### src/core/rps_pkg.sv
// reset phase sequencer: shared constants, phase and sub-step codes
// assumes a single 20 MHz clock; all times are converted to its cycles
package rps_pkg;

  // ----------------------------------------------------------------------
  // clock and timing
  // ----------------------------------------------------------------------
  localparam int unsigned CLK_PERIOD_PS   = 50000;
  localparam int unsigned FAST_INTERNAL_OSC_PERIOD_PS  = 62500;
  localparam int unsigned REG_MIN_NS      = 200000;
  localparam int unsigned P0_MIN_NS       = 18000;
  localparam int unsigned P1_MIN_FAST_INTERNAL_OSC     = 10;
  localparam int unsigned P2_MIN_FAST_INTERNAL_OSC     = 8;
  localparam int unsigned CYC_PER_RECORD  = 8;
  localparam int unsigned RELEASE_CYC     = 40;
  localparam int unsigned EXT_LONG_CYC    = 320;

  localparam int unsigned CNT_W = 13;
  localparam int unsigned REC_W = 8;
  localparam int unsigned PAD_W = 9;

  typedef logic [CNT_W-1:0] rps_cnt_type;
  typedef logic [REC_W-1:0] rps_rec_type;

  // least times round up to whole cycles
  function automatic rps_cnt_type rps_ceil_cyc(input int unsigned ps);
    return rps_cnt_type'((ps + CLK_PERIOD_PS - 1) / CLK_PERIOD_PS);
  endfunction

  localparam rps_cnt_type REG_MIN_CYC = rps_ceil_cyc(REG_MIN_NS * 1000);
  localparam rps_cnt_type P0_MIN_CYC  = rps_ceil_cyc(P0_MIN_NS * 1000);
  localparam rps_cnt_type P1_MIN_CYC  =
    rps_ceil_cyc(P1_MIN_FAST_INTERNAL_OSC * FAST_INTERNAL_OSC_PERIOD_PS);
  localparam rps_cnt_type P2_MIN_CYC  =
    rps_ceil_cyc(P2_MIN_FAST_INTERNAL_OSC * FAST_INTERNAL_OSC_PERIOD_PS);
  localparam rps_cnt_type REL_CYC     = rps_cnt_type'(RELEASE_CYC);

  // ----------------------------------------------------------------------
  // states
  // ----------------------------------------------------------------------
  typedef enum logic [2:0] {
    PH_REG  = 3'h0,
    PH_P0   = 3'h1,
    PH_P1   = 3'h2,
    PH_P2   = 3'h3,
    PH_P3   = 3'h4,
    PH_IDLE = 3'h5
  } rps_phase_type;

  typedef enum logic [1:0] {
    SUB_LOAD  = 2'h0,
    SUB_DRIVE = 2'h1,
    SUB_WAIT  = 2'h2
  } rps_sub_type;

endpackage

### src/core/rps_sub_if.sv
// links between the sequencer and its phase timer and pad monitor
// assumes all three parties sit on the same clock
`timescale 1ns/1ns
interface rps_sub_if;
  logic               tmr_start;
  rps_pkg::rps_cnt_type tmr_load;
  logic               tmr_done;
  logic               pad_low;
  logic               pad_watch;
  logic               pad_long;

  modport seq (output tmr_start, tmr_load, pad_low, pad_watch,
               input  tmr_done, pad_long);
  modport tmr (input  tmr_start, tmr_load, output tmr_done);
  modport pad (input  pad_low, pad_watch, output pad_long);
endinterface

### src/core/rps_timer.sv
// phase minimum-duration timer: load on start, done once count runs out
// assumes start is a one-cycle pulse; done is stale in the start cycle
`timescale 1ns/1ns
module rps_timer (
  // clock and reset
  input  wire logic i_clk,
  input  wire logic i_rst_n,
  // control
  rps_sub_if.tmr    bus
);
  typedef struct packed {
    rps_pkg::rps_cnt_type cnt;
    logic                 done;
  } rps_tmr_st_type;

  rps_tmr_st_type s_q;
  rps_tmr_st_type s_d;

  always_comb begin
    s_d = s_q;
    if (bus.tmr_start) begin
      s_d.cnt = bus.tmr_load;
    end else if (s_q.cnt != '0) begin
      s_d.cnt = s_q.cnt - rps_pkg::rps_cnt_type'(1);
    end
    s_d.done = (s_d.cnt == '0);
  end

  always_ff @(posedge i_clk) begin
    if (!i_rst_n) begin
      s_q <= '0;
    end else begin
      s_q <= s_d;
    end
  end

  assign bus.tmr_done = s_q.done;
endmodule

### src/core/rps_pad_mon.sv
// external reset pad monitor: counts low cycles after the pad is released
// assumes pad_watch is high only while the device no longer pulls the pad
`timescale 1ns/1ns
module rps_pad_mon (
  // clock and reset
  input  wire logic i_clk,
  input  wire logic i_rst_n,
  // pad view
  rps_sub_if.pad    bus
);
  typedef struct packed {
    logic [rps_pkg::PAD_W-1:0] cnt;
    logic                      long_low;
  } rps_pad_st_type;

  rps_pad_st_type s_q;
  rps_pad_st_type s_d;

  always_comb begin
    s_d = s_q;
    if (bus.pad_watch && bus.pad_low) begin
      // saturate so a pad stuck low cannot wrap back under the limit
      if (s_q.cnt != '1) begin
        s_d.cnt = s_q.cnt + 1'b1;
      end
    end else begin
      s_d.cnt = '0;
    end
    s_d.long_low = (s_d.cnt > rps_pkg::PAD_W'(rps_pkg::EXT_LONG_CYC));
  end

  always_ff @(posedge i_clk) begin
    if (!i_rst_n) begin
      s_q <= '0;
    end else begin
      s_q <= s_d;
    end
  end

  assign bus.pad_long = s_q.long_low;
endmodule

### src/core/rps_seq.sv
// reset phase sequencer top: regulator start-up, phases 0..3, idle
// assumes event inputs are synchronous levels or pulses on i_clk
// Notes on behaviour
// destructive reset or power-on goes to regulator start-up, waits stable
// phase 0 ends after power good, oscillator running, destructive done
// phase 1 entered after phase 0, or at once from 2, 3 or idle
// phase 1 ends after functional sources done and ten oscillator cycles
// phase 2 is entered only from phase 1
// phase 2 initialises flash, lasts at least eight oscillator cycles
// phase 3 entered from phase 2 or idle, on trimmed oscillator
// phase 3 fetches each config record, eight cycles per record
// phase 3 holds while the external reset input stays low
// each phase waits its minimum time and all its tasks
// destructive reset runs phases 0, 1, 2, 3 in order
// external, long, functional resets run phases 1, 2, 3
// short select or short reset starts straight at phase 3
// at idle leave reset mode, run in default run mode
// ordinary pins held high impedance until idle
// two boot pins stay active during reset, boot use only
// reset pad pulled low until the 40-cycle release count ends
// external flag set only if pad held low beyond 320 cycles
// external reset in normal execution sets its status at once
// record count is an input, phase 3 length scales with it
`timescale 1ns/1ns
module rps_seq (
  // clock and reset
  input  wire logic                 i_clk,
  input  wire logic                 i_rst_n,
  // reset events
  input  wire logic                 i_destructive_rst,
  input  wire logic                 i_functional_rst,
  input  wire logic                 i_long_rst,
  input  wire logic                 i_short_rst,
  input  wire logic                 i_short_sequence_select,
  // task status
  input  wire logic                 i_regulator_stable,
  input  wire logic                 i_power_good_indication,
  input  wire logic                 i_fast_internal_osc_run,
  input  wire logic                 i_destructive_pending,
  input  wire logic                 i_functional_pending,
  input  wire logic                 i_flash_init_done,
  input  wire rps_pkg::rps_rec_type i_record_count,
  input  wire logic                 i_flag_clear,
  // external reset pad
  input  wire logic                 i_rst_pad_in,
  output logic                      o_rst_pad_out,
  output logic                      o_rst_pad_oe,
  // status
  output rps_pkg::rps_phase_type    o_phase,
  output logic                      o_reset_mode,
  output logic                      o_default_run_mode,
  output logic                      o_pins_hiz,
  output logic                      o_boot_pins_en,
  output logic                      o_ext_reset_flag,
  output logic                      o_ext_reset_status,
  // flash and config records
  output logic                      o_flash_init_req,
  output logic                      o_record_fetch,
  output rps_pkg::rps_rec_type      o_record_index
);

  // ----------------------------------------------------------------------
  // state
  // ----------------------------------------------------------------------
  typedef struct packed {
    rps_pkg::rps_phase_type phase;
    rps_pkg::rps_sub_type   sub;
    logic                   start;
    rps_pkg::rps_cnt_type   load;
    rps_pkg::rps_rec_type   rec_total;
    rps_pkg::rps_rec_type   rec_idx;
    logic [2:0]             rec_cyc;
    logic                   fetch;
    rps_pkg::rps_rec_type   fetch_idx;
    logic                   pad_oe;
    logic                   hiz;
    logic                   run;
    logic                   flash_req;
    logic                   ext_flag;
    logic                   ext_status;
  } rps_seq_st_type;

  localparam rps_seq_st_type RST_ST = '{
    phase: rps_pkg::PH_REG, sub: rps_pkg::SUB_LOAD, start: 1'b1,
    load: rps_pkg::REG_MIN_CYC, rec_total: '0, rec_idx: '0,
    rec_cyc: '0, fetch: 1'b0, fetch_idx: '0, pad_oe: 1'b1, hiz: 1'b1,
    run: 1'b0, flash_req: 1'b0, ext_flag: 1'b0, ext_status: 1'b0};

  rps_seq_st_type s_q;
  rps_seq_st_type s_d;
  rps_sub_if      sub_if ();

  logic tdone;
  logic ext_evt;

  // minimum stay per phase; phase 3 is paced by its record counter
  function automatic rps_pkg::rps_cnt_type phase_min(
      input rps_pkg::rps_phase_type ph);
    case (ph)
      rps_pkg::PH_REG: phase_min = rps_pkg::REG_MIN_CYC;
      rps_pkg::PH_P0:  phase_min = rps_pkg::P0_MIN_CYC;
      rps_pkg::PH_P1:  phase_min = rps_pkg::P1_MIN_CYC;
      rps_pkg::PH_P2:  phase_min = rps_pkg::P2_MIN_CYC;
      default:         phase_min = rps_pkg::rps_cnt_type'(1);
    endcase
  endfunction

  function automatic rps_seq_st_type enter(input rps_seq_st_type st,
      input rps_pkg::rps_phase_type ph, input rps_pkg::rps_rec_type recs);
    enter           = st;
    enter.phase     = ph;
    enter.sub       = rps_pkg::SUB_LOAD;
    enter.start     = 1'b1;
    enter.load      = phase_min(ph);
    enter.rec_total = recs;
    enter.rec_idx   = '0;
    enter.rec_cyc   = '0;
    enter.pad_oe    = (ph != rps_pkg::PH_IDLE);
  endfunction

  // ----------------------------------------------------------------------
  // next state
  // ----------------------------------------------------------------------
  // the timer's done is from the previous phase while start is pending
  assign tdone   = sub_if.tmr_done && !s_q.start;
  assign ext_evt = (s_q.phase == rps_pkg::PH_IDLE) && !i_rst_pad_in;

  always_comb begin
    s_d       = s_q;
    s_d.start = 1'b0;
    s_d.fetch = 1'b0;
    case (s_q.phase)
      rps_pkg::PH_REG: begin
        if (tdone && i_regulator_stable) begin
          s_d = enter(s_d, rps_pkg::PH_P0, i_record_count);
        end
      end
      rps_pkg::PH_P0: begin
        if (tdone && i_power_good_indication && i_fast_internal_osc_run &&
            !i_destructive_pending) begin
          s_d = enter(s_d, rps_pkg::PH_P1, i_record_count);
        end
      end
      rps_pkg::PH_P1: begin
        if (tdone && !i_functional_pending) begin
          s_d = enter(s_d, rps_pkg::PH_P2, i_record_count);
        end
      end
      rps_pkg::PH_P2: begin
        if (tdone && i_flash_init_done) begin
          s_d = enter(s_d, rps_pkg::PH_P3, i_record_count);
        end
      end
      rps_pkg::PH_P3: begin
        case (s_q.sub)
          rps_pkg::SUB_LOAD: begin
            if (s_q.rec_idx == s_q.rec_total) begin
              s_d.sub   = rps_pkg::SUB_DRIVE;
              s_d.start = 1'b1;
              s_d.load  = rps_pkg::REL_CYC;
            end else begin
              s_d.rec_cyc = s_q.rec_cyc + 3'h1;
              if (s_q.rec_cyc == 3'h0) begin
                s_d.fetch     = 1'b1;
                s_d.fetch_idx = s_q.rec_idx;
              end
              if (s_q.rec_cyc == 3'(rps_pkg::CYC_PER_RECORD - 1)) begin
                s_d.rec_idx = s_q.rec_idx + 1'b1;
              end
            end
          end
          rps_pkg::SUB_DRIVE: begin
            if (tdone) begin
              s_d.sub    = rps_pkg::SUB_WAIT;
              s_d.pad_oe = 1'b0;
            end
          end
          rps_pkg::SUB_WAIT: begin
            if (i_rst_pad_in) begin
              s_d = enter(s_d, rps_pkg::PH_IDLE, s_q.rec_total);
            end
          end
          default: begin
            s_d.sub = rps_pkg::SUB_LOAD;
          end
        endcase
      end
      rps_pkg::PH_IDLE: begin
      end
      default: begin
        s_d = enter(s_d, rps_pkg::PH_REG, s_q.rec_total);
      end
    endcase

    // reset events: destructive first, then the functional family
    if (i_destructive_rst) begin
      s_d = enter(s_d, rps_pkg::PH_REG, s_q.rec_total);
    end else if ((s_q.phase == rps_pkg::PH_P2 ||
                  s_q.phase == rps_pkg::PH_P3 ||
                  s_q.phase == rps_pkg::PH_IDLE) &&
                 (ext_evt || i_long_rst ||
                  (i_functional_rst && !i_short_sequence_select))) begin
      s_d = enter(s_d, rps_pkg::PH_P1, s_q.rec_total);
    end else if (s_q.phase == rps_pkg::PH_IDLE &&
                 (i_short_rst ||
                  (i_functional_rst && i_short_sequence_select))) begin
      s_d = enter(s_d, rps_pkg::PH_P3, i_record_count);
    end

    s_d.hiz       = (s_d.phase != rps_pkg::PH_IDLE);
    s_d.run       = (s_d.phase == rps_pkg::PH_IDLE);
    s_d.flash_req = (s_d.phase == rps_pkg::PH_P2);

    // set wins over a clear in the same cycle
    if (sub_if.pad_long && s_q.phase == rps_pkg::PH_P3) begin
      s_d.ext_flag = 1'b1;
    end else if (i_flag_clear) begin
      s_d.ext_flag = 1'b0;
    end
    if (ext_evt) begin
      s_d.ext_status = 1'b1;
    end else if (i_flag_clear) begin
      s_d.ext_status = 1'b0;
    end
  end

  always_ff @(posedge i_clk) begin
    if (!i_rst_n) begin
      s_q <= RST_ST;
    end else begin
      s_q <= s_d;
    end
  end

  // ----------------------------------------------------------------------
  // helpers and outputs
  // ----------------------------------------------------------------------
  assign sub_if.tmr_start = s_q.start;
  assign sub_if.tmr_load  = s_q.load;
  assign sub_if.pad_low   = !i_rst_pad_in;
  // only count once released; our own pull-down must not set the flag
  assign sub_if.pad_watch = (s_q.phase == rps_pkg::PH_P3) &&
                            (s_q.sub == rps_pkg::SUB_WAIT);

  rps_timer u_timer (
    .i_clk   (i_clk),
    .i_rst_n (i_rst_n),
    .bus     (sub_if.tmr)
  );

  rps_pad_mon u_pad (
    .i_clk   (i_clk),
    .i_rst_n (i_rst_n),
    .bus     (sub_if.pad)
  );

  assign o_rst_pad_out      = 1'b0;
  assign o_rst_pad_oe       = s_q.pad_oe;
  assign o_phase            = s_q.phase;
  assign o_reset_mode       = s_q.hiz;
  assign o_default_run_mode = s_q.run;
  assign o_pins_hiz         = s_q.hiz;
  assign o_boot_pins_en     = s_q.hiz;
  assign o_ext_reset_flag   = s_q.ext_flag;
  assign o_ext_reset_status = s_q.ext_status;
  assign o_flash_init_req   = s_q.flash_req;
  assign o_record_fetch     = s_q.fetch;
  assign o_record_index     = s_q.fetch_idx;
endmodule

### config.mk
export PLATFORM = sky130hd
export DESIGN_NAME = rps_seq
export DESIGN_NICKNAME = d
export VERILOG_FILES = /design/src/core/rps_pkg.sv /design/src/core/rps_sub_if.sv /design/src/core/rps_timer.sv /design/src/core/rps_pad_mon.sv /design/src/core/rps_seq.sv
export SDC_FILE = /design/constraint.sdc
export NUM_CORES = 1
export LEC_CHECK = 0
export ABC_AREA = 1
export BUFFER_PORTS_ARGS = -buffer_cell sky130_fd_sc_hd__buf_2
export CAP_MARGIN = 20
export CORE_ASPECT_RATIO = 1.2
export CORE_UTILIZATION = 63
export DETAILED_ROUTE_END_ITERATION = 8
export PLACE_DENSITY_LB_ADDON = 0.05
export REMOVE_ABC_BUFFERS = 1
export SYNTH_ARGS = -nofsm -noshare
export SYNTH_HDL_FRONTEND = slang
export SYNTH_SLANG_ARGS = --single-unit
### constraint.sdc
create_clock -name i_clk -period 2.8 [get_ports i_clk]
set_input_delay 0.14 -clock i_clk [delete_from_list [all_inputs] [get_ports i_clk]]
set_output_delay 0.14 -clock i_clk [all_outputs]
set_load 0.01 [all_outputs]
==> results.md, run 1 <==
- Setup repair after global routing left no endpoint under its margin.
- The worst hold path was traced through 3 stages.
- The most common cell in the synthesized netlist is nand2_1.
- STA classifies the critical path startpoint as a flip-flop.
- The number of levels the H-tree was split into is 3.
- The worst setup path is captured at a flip-flop.
- The number of gates resized after CTS is 0.
- The synthesized design spends more area on one cell type than any other, namely dfxtp_1.
- Detailed placement ended at an HPWL of 6.53 mm.
- The proportion of layout cells with a drive suffix above 1 is 15.3%.
- The flop and latch count out of synthesis is 72.
- Among all flip-flop cells after synthesis, the most frequent one is dfxtp_1.
- At the end of the flow, the number of nets in the layout was 645.
- Summed over all cells, the static leakage comes to 1.95 nW.
- The number of synthesized flops with an enable pin is 0.
- Based on the critical path, the design can be clocked at up to 0.515 GHz.
- After clock tree synthesis, the clock-pin slew on the worst setup and hold paths is 0.09 ns.
- The signal arrival time at the worst endpoint is 2.22 ns.
- TritonCTS built the clock tree.
- The effective utilization at floorplan is 65.3%.
- Max-cap violations in this run came to 0.
- The number of detailed-route iterations in the first pass is 4.
- The category of the most critical setup path is reg -> reg.
- In the finished design, the share of the clock period the worst path needs comes to 69.3%.
- Power comes to 1.96 mW.
- Setup violations remaining at the end of the flow were counted as 0.
- On the worst path, the slowest cell contributes a delay of 0.32 ns.
- For the final database, setup skew stands at 0.00912 ns.
- In the synthesized netlist, the number of instances is 588.
- The number of setup buffers added after CTS is 0.
- For this run the aggregate overflow at the end of global routing stands at 0.
- The via count of the first global-routing pass is 3,216.
- The via count normalized by instance count is 5.06.
- In the final routed layout, each cell accounts on average for 12.0 um.
- In the post-synthesis netlist, the biggest area contributors are dfxtp_1, nand2_1, inv_1, nor2_1, a21oi_1.
- The share of synthesized area in the top cell type comes to 36.5%.
- The run finished with clean final reports.
- The async set-or-reset flop fraction in the synthesized netlist is 0%.
- Data on the critical path is required at its endpoint by 3.08 ns.
- The number of different library cells used by synthesis comes to 38.
- The worst path needs 1.94 ns of the cycle, external delays included.
- The final antenna-violating net count is 0.
- In this run the vertical extent of the chip is 88.7 um.
- The number of failing hold endpoints at the final stage is 0.
- The area growth from synthesis to layout is 7.98%.
- The worst hold path belongs to the class in -> reg.
- Hold repair after CTS inserted 0 buffers.
- After routing, the total negative slack on setup checks comes to 0 ns.
- The finished layout cell area is 0.00427 mm2.
- The die covers 0.00659 mm2.
- The number of rows created at floorplan is 31.
- The worst register-to-register path has a depth of 10.
- No sink is reached through more buffers than the 2 on the longest clock path.
- The peak supply drop is 0.336 mV.
- The final-report max-slew violation count was 0.
- The total global-route track usage is 26.8%.
- The first global-routing pass estimated 13.6 mm of wire.
- The largest delay contributor family on the critical path is simple AND/OR/NAND/NOR gates.
- The total DRC errors in the routed layout is 0.
- The routed layout has 3,554 vias.
- Once placement completed, the tool counted placed cells totaling 687.
- The clock sink count is 72.
- The clock latency of the later-clocked register in the worst-skew pair is 0.35 ns.
- After synthesis, the mean cell area works out to 6.72 um2.
- The global placement routability congestion is 0.849.
- Entering global routing, the biggest net connects 35 pins.
- The final routed wirelength across all metal layers is 8.44 mm.
- In this run the power density over the cells is 459 mW/mm2.
- The count of warnings emitted by yosys is 0.
- The first routing iteration left 153 violations.
- Traced cell by cell, the critical path runs through inv_1 -> ha_1 -> nand2_1 -> nor2_2 -> nand2_2 -> nand3_1 -> nand2_1 -> nor2b_1 -> nand3_1 -> nor2_1.
- The commonest cells after synthesis are nand2_1, inv_1, dfxtp_1.
- The worst-path cell with the longest stage delay is dfxtp_1.
- The initial antenna violation count is 0.
- The die is 74.3 um wide.
- In this run the cell area of the synthesized design comes to 0.00395 mm2.
- The count of boundary I/O pins is 44.
- The maximum fanout encountered on the critical timing path is 12.
- In this run the standard cell core region covers 0.00605 mm2.
- The cell area reported after detailed placement is 0.00408 mm2.
- Port buffering added 42 buffers.
- Together, buffers and inverters on the worst path number 1.
- Sequential elements use 36.5% of the synthesized area.
- After the flow finishes, the layout carries non-filler instances totaling 703.
- The TritonCTS buffer count is 9.
- The cell at the root of the clock tree is clkbuf_8.
- The repair_antennas step left the layout with diodes totalling 0.
- The critical path crosses 10 cells after its start point.
[sequential cells by signal (all words and copies together), names as in the netlist]
signal / flops
o_record_fetch: 1
o_boot_pins_en: 1
sub_if.tmr_start: 1
u_timer.s_q: 13
o_ext_reset_status: 1
u_pad.bus.pad_long: 1
u_timer.bus.tmr_done: 1
s_q: 21
o_ext_reset_flag: 1
u_pad.s_q: 9
o_rst_pad_oe: 1
o_flash_init_req: 1
o_record_index: 8
o_default_run_mode: 1
o_phase: 3
sub_if.tmr_load: 8
[worst register-to-register path, delay by kind of cell, from the launching register on]
| family | cells | cell delay (ns) |
|---|---|---|
| adder cells (fa/ha/maj) | 1 | 0.29 |
| buffers and inverters | 1 | 0.09 |
| flip-flops | 1 | 0.32 |
| AND/OR/NAND/NOR | 8 | 1.17 |
[layer usage]
metal	vias to the layer above	track usage, %	share of wire [%]
li1	1891	-	-
met1	1592	29.8	43
met2	52	50.1	52
met3	19	3.87	2.1
met4	0	11.7	2.8
met5	-	0	0
[area by class of cell]
type | count | area (um2)
Sequential cell | 72 | 1440
Multi-Input combinational cell | 404 | 1990
Tap cell | 82 | 103
Inverter | 86 | 328
Clock buffer | 9 | 124
Timing Repair Buffer | 43 | 218
Clock inverter | 7 | 62.6
Fill cell | 555 | 1790
[power by group]
| part | internal (mW) | switching (mW) | total (mW) |
|---|---|---|---|
| Sequential | 1.03 | 0.0118 | 1.05 |
| Combinational | 0.0507 | 0.0873 | 0.138 |
| Clock | 0.338 | 0.434 | 0.772 |
| Total | 1.42 | 0.533 | 1.96 |
[path summary, 6_finish.rpt]
kind	startpoint	end	slack, ns
worst min register to register	o_record_index[3]	o_record_index[3]	0.44
worst max register to register	u_timer.s_q[1]	u_timer.bus.tmr_done	0.86
worst max-delay path	u_timer.s_q[1]	u_timer.bus.tmr_done	0.86
worst min-delay path	i_record_count[7]	s_q[33]	0.03
[kinds of logic after synthesis]
group                    share of synthesized area (%)
AO/OA/AOI/OAI                                     9.31
XOR/XNOR                                          3.33
adder cells (fa/ha/maj)                           1.90
buffers and inverters                             13.1
flip-flops                                        36.5
other                                           0.0949
AND/OR/NAND/NOR                                   35.7
[placed cells by master (no fill, tap or decap), drive strengths merged]
cell      Yosys  routed
a21o          1       1
a21oi        45      45
buf          22      43
clkbuf        4       9
clkinv        1       4
clkinvlp      0       1
conb          1       1
dfxtp        72      72
ha            6       6
inv          85      88
nand2       156     156
nand3        42      42
nand3b        1       1
nand4        10      10
nor2         80      80
nor2b         1       1
nor3         17      17
nor3b         3       3
o21ai        21      21
o21bai        1       1
o31ai         1       1
or2           3       3
xnor2         9       9
xor2          6       6
[through the flow]
stage	hold WS, ns	setup WS [ns]	utilization (%)
floorplan	0.257	1.14	-
global placement	0.388	0.922	67.4
detailed placement	0.393	0.894	67.4
CTS	0.0139	0.877	70.5
global route	0.0357	0.617	70.5
finish	0.0263	0.859	70.5
Note: power is estimated with default switching activity, not from simulation.
==> inputs of run 2 (changes only) <==
--- a/config.mk
+++ b/config.mk
@@ -9,7 +9,7 @@
 export BUFFER_PORTS_ARGS = -buffer_cell sky130_fd_sc_hd__buf_2
 export CAP_MARGIN = 20
 export CORE_ASPECT_RATIO = 1.2
-export CORE_UTILIZATION = 63
+export CORE_UTILIZATION = 53
 export DETAILED_ROUTE_END_ITERATION = 8
 export PLACE_DENSITY_LB_ADDON = 0.05
 export REMOVE_ABC_BUFFERS = 1
==> constraint.sdc (replaced) <==
create_clock -name i_clk -period 1.7 [get_ports i_clk]
set_input_delay 0.085 -clock i_clk [delete_from_list [all_inputs] [get_ports i_clk]]
set_output_delay 0.085 -clock i_clk [all_outputs]
set_load 0.01 [all_outputs]
==> run 2 against run 1 <==
  * Critical endpoint is now s_q[28]
  * Clock power increased by 58%
  * Register-to-register slack got worse by 0.86 ns
  * Via count increased by 9.1%
  * Clock-buffer cell count increased by 1
  * The run now ends with DRC, setup timing left
  * Largest cell class unchanged
  * Combinational power increased by 120%
  * Maximum frequency increased by 14%
==> results.md, run 2 (synthesis gave the netlist of run 1 again) <==
- Outcome: finished with violations (was finished clean).
- The checks that failed: DRC, setup timing.
- The clock sink count is 72 (unchanged).
- The category of the most critical setup path is reg -> reg (unchanged).
- The final antenna-violating net count is 0 (unchanged).
- The sort of element at the start of the critical path is a flip-flop (unchanged).
- The most common cell after layout, fill and taps aside is nand2_1 (unchanged).
- The total global-route track usage is 25.0% (was 26.8%).
- Leading cell types in the layout, fill and taps excluded: nand2_1, inv_1, dfxtp_1, buf_4, nor2_1 (was nand2_1, inv_1, dfxtp_1, nor2_1, a21oi_1).
- The die outline width is 80.8 um (was 74.3 um).
- The via count came to 3,876 (was 3,554).
- The fraction of power consumed by combinational cells is 9.5% (was 7.1%).
- The internal portion of total power is 2.40 mW (was 1.42 mW).
- The TritonCTS buffer count was 9 (unchanged).
- The total DRC errors in the routed layout is 1 (was 0).
- The ratio of final minimum period to clock period was 100% (was 69.3%).
- The clock-pin slew on the worst setup and hold paths is 0.08 ns (was 0.09 ns).
- The finished layout cell area was 0.00523 mm2 (was 0.00427 mm2).
- The aggregate global routing overflow was 0 (unchanged).
- The leakage power of the design is 2.40 nW (was 1.95 nW).
- The number of nets in the finished design came to 715 (was 645).
- The die height was 96.6 um (was 88.7 um).
- The number of setup violations in the final report is 1 (was 0).
- The worst clock skew is 0.0106 ns (was 0.00912 ns).
- The smallest setup slack after layout was -0.000536 ns (was 0.859 ns).
- The total chip power is 3.25 mW (was 1.96 mW).
- The cell area reported after detailed placement was 0.00444 mm2 (was 0.00408 mm2).
- The power per unit of standard cell area was 622 mW/mm2 (was 459 mW/mm2).
- The global-route wire length before repair is 14.9 mm (was 13.6 mm).
- The fmax came to 0.588 GHz (was 0.515 GHz).
- The effective utilization at floorplan is 54.6% (was 65.3%).
- The global placement routability congestion is 0.887 (was 0.849).
- The final antenna diode count was 0 (unchanged).
- The number of port buffers is 42 (unchanged).
- The clock latency of the later-clocked register in the worst-skew pair is 0.36 ns (was 0.35 ns).
- The part of the power in registers is 52.9% (was 53.5%).
- The HPWL after detailed placement is 6.95 mm (was 6.53 mm).
- The fill cell total of the finished layout is 598 (was 555).
- The via count of the first global-routing pass came to 3,443 (was 3,216).
- The final routed wirelength across all metal layers is 9.65 mm (was 8.44 mm).
- The pin count of the biggest net entering global routing came to 35 (unchanged).
- The critical path data required time is 1.99 ns (was 3.08 ns).
- The number of detailed-route iterations in the first pass came to 7 (was 4).
- The count of routing violations after the opening detailed-route iteration came to 129 (was 153).
- The type of the tightest min-delay check is in -> reg (unchanged).
- The signal arrival time at the worst endpoint was 1.99 ns (was 2.22 ns).
- The proportion of layout cells with a drive suffix above 1 was 34.2% (was 15.3%).
- The via count normalized by instance count is 4.96 (was 5.06).
- The fraction of power consumed by the clock network is 37.6% (was 39.5%).
- The cell at the root of the clock tree is clkbuf_8 (unchanged).
- The non-filler instance count after layout is 781 (was 703).
- The setup TNS is -0.000536 ns (was 0 ns).
- The maximum fanout encountered on the critical timing path is 8 (was 12).
- The count of placed standard cells including taps is 742 (was 687).
- The number of rows created at floorplan is 34 (was 31).
- The largest register by flop count was s_q (unchanged).
- The area of the placeable core came to 0.00723 mm2 (was 0.00605 mm2).
- Registers with the most flip-flops: s_q (21), u_timer.s_q (13), u_pad.s_q (9) (unchanged).
- The maximum clock path buffer count was 2 (unchanged).
- The number of levels the H-tree was split into is 3 (unchanged).
- The post-route minimum period is 1.70 ns (was 1.94 ns).
- The final-report max-slew violation count is 0 (unchanged).
- The clock tree from TritonCTS is yes (unchanged).
- The proportion of total power due to net switching is 26.2% (was 27.3%).
- The post-detailed-route wirelength per cell is 12.4 um (was 12.0 um).
- The peak supply drop is 0.434 mV (was 0.336 mV).
- The number of failing hold endpoints at the final stage is 0 (unchanged).
- The number of flip-flops under the largest register name is 21 (unchanged).
- The power dissipated by switching net loads is 0.851 mW (was 0.533 mW).
- The final standard cell utilization of the core is 72.3% (was 70.5%).
- The number of max-capacitance violations reported is 0 (unchanged).
- The count of boundary I/O pins is 44 (unchanged).
- The full die area is 0.00780 mm2 (was 0.00659 mm2).
- RSZ-0062 raised after global routing: yes (was no).
- The initial antenna violation count was 0 (unchanged).
- The synthesis-to-layout area growth is 32.3% (was 7.98%).
- The nature of the critical path endpoint is a flip-flop (unchanged).
run 2: cell type report:
| type | count | area, um2 | share of cell area (%) |
|---|---|---|---|
| flip-flops and latches | 72 | 1470 | 28.1 |
| repair buffers | 113 | 803 | 15.4 |
| inverters | 86 | 348 | 6.65 |
| clock inverters | 6 | 42.5 | 0.814 |
| clock buffers | 10 | 138 | 2.63 |
| multi-input cells | 404 | 2320 | 44.3 |
| well taps | 90 | 113 | 2.15 |
run 2: worst max-delay path, cell delays in order, from the launching register on:
cell and delay, ns:
dfxtp_4 0.42, inv_2 0.07, nor3_4 0.16, nand3_1 0.17, nand2_2 0.14, nor2_4 0.05
nand2_2 0.09, o21ai_4 0.08, buf_12 0.15, inv_12 0.08, nand2_4 0.05, a21oi_2 0.14
run 2: repair_timing:
action,4_1_cts,5_1_grt
hold endpoints to repair,10,0
hold buffers,9,0
gates cloned,0,1
setup endpoints to repair,27,39
setup buffers,1,12
pin swaps,1,36
resized for setup,8,114
run 2: routing by layer:
| layer | part of all wire [%] | GRT usage [%] | wire length [um] | vias up |
|---|---|---|---|---|
| met5 | 0 | 0 | 0 | - |
| met4 | 1.5 | 10.9 | 149 | 0 |
| met3 | 3.5 | 3.94 | 334 | 15 |
| met2 | 53 | 45.9 | 5150 | 59 |
| met1 | 42 | 28.2 | 4020 | 1772 |
| li1 | - | - | - | 2030 |
run 2: final timing paths:
kind | end | startpoint | depth (start not counted) | slack (ns)
worst min-delay path | sub_if.tmr_load[10] | i_destructive_rst | 3 | 0.05
worst max register to register | s_q[28] | o_phase[1] | 11 | -0.0005
worst min register to register | o_record_index[6] | o_record_index[6] | 2 | 0.44
worst max-delay path | s_q[28] | o_phase[1] | 11 | -0.0005
run 2: through the flow:
| stage | setup WS, ns | hold slack [ns] |
|---|---|---|
| after CTS | 0.00336 | 0.0241 |
| final | -0.000536 | 0.0497 |
| after global routing | -0.137 | 0.0538 |
| after floorplan | 0.0444 | 0.202 |
| after global placement | -0.0181 | 0.332 |
| after detailed placement | -0.0564 | 0.339 |
run 2: power groups by stage:
stage | combinational, mW | clock, mW | sequential, mW
floorplan | 0.156 | 0 | 1.76
global placement | 0.238 | 0 | 1.76
detailed placement | 0.243 | 0 | 1.76
CTS | 0.266 | 1.26 | 1.72
global route | 0.344 | 1.33 | 1.72
finish | 0.310 | 1.22 | 1.72
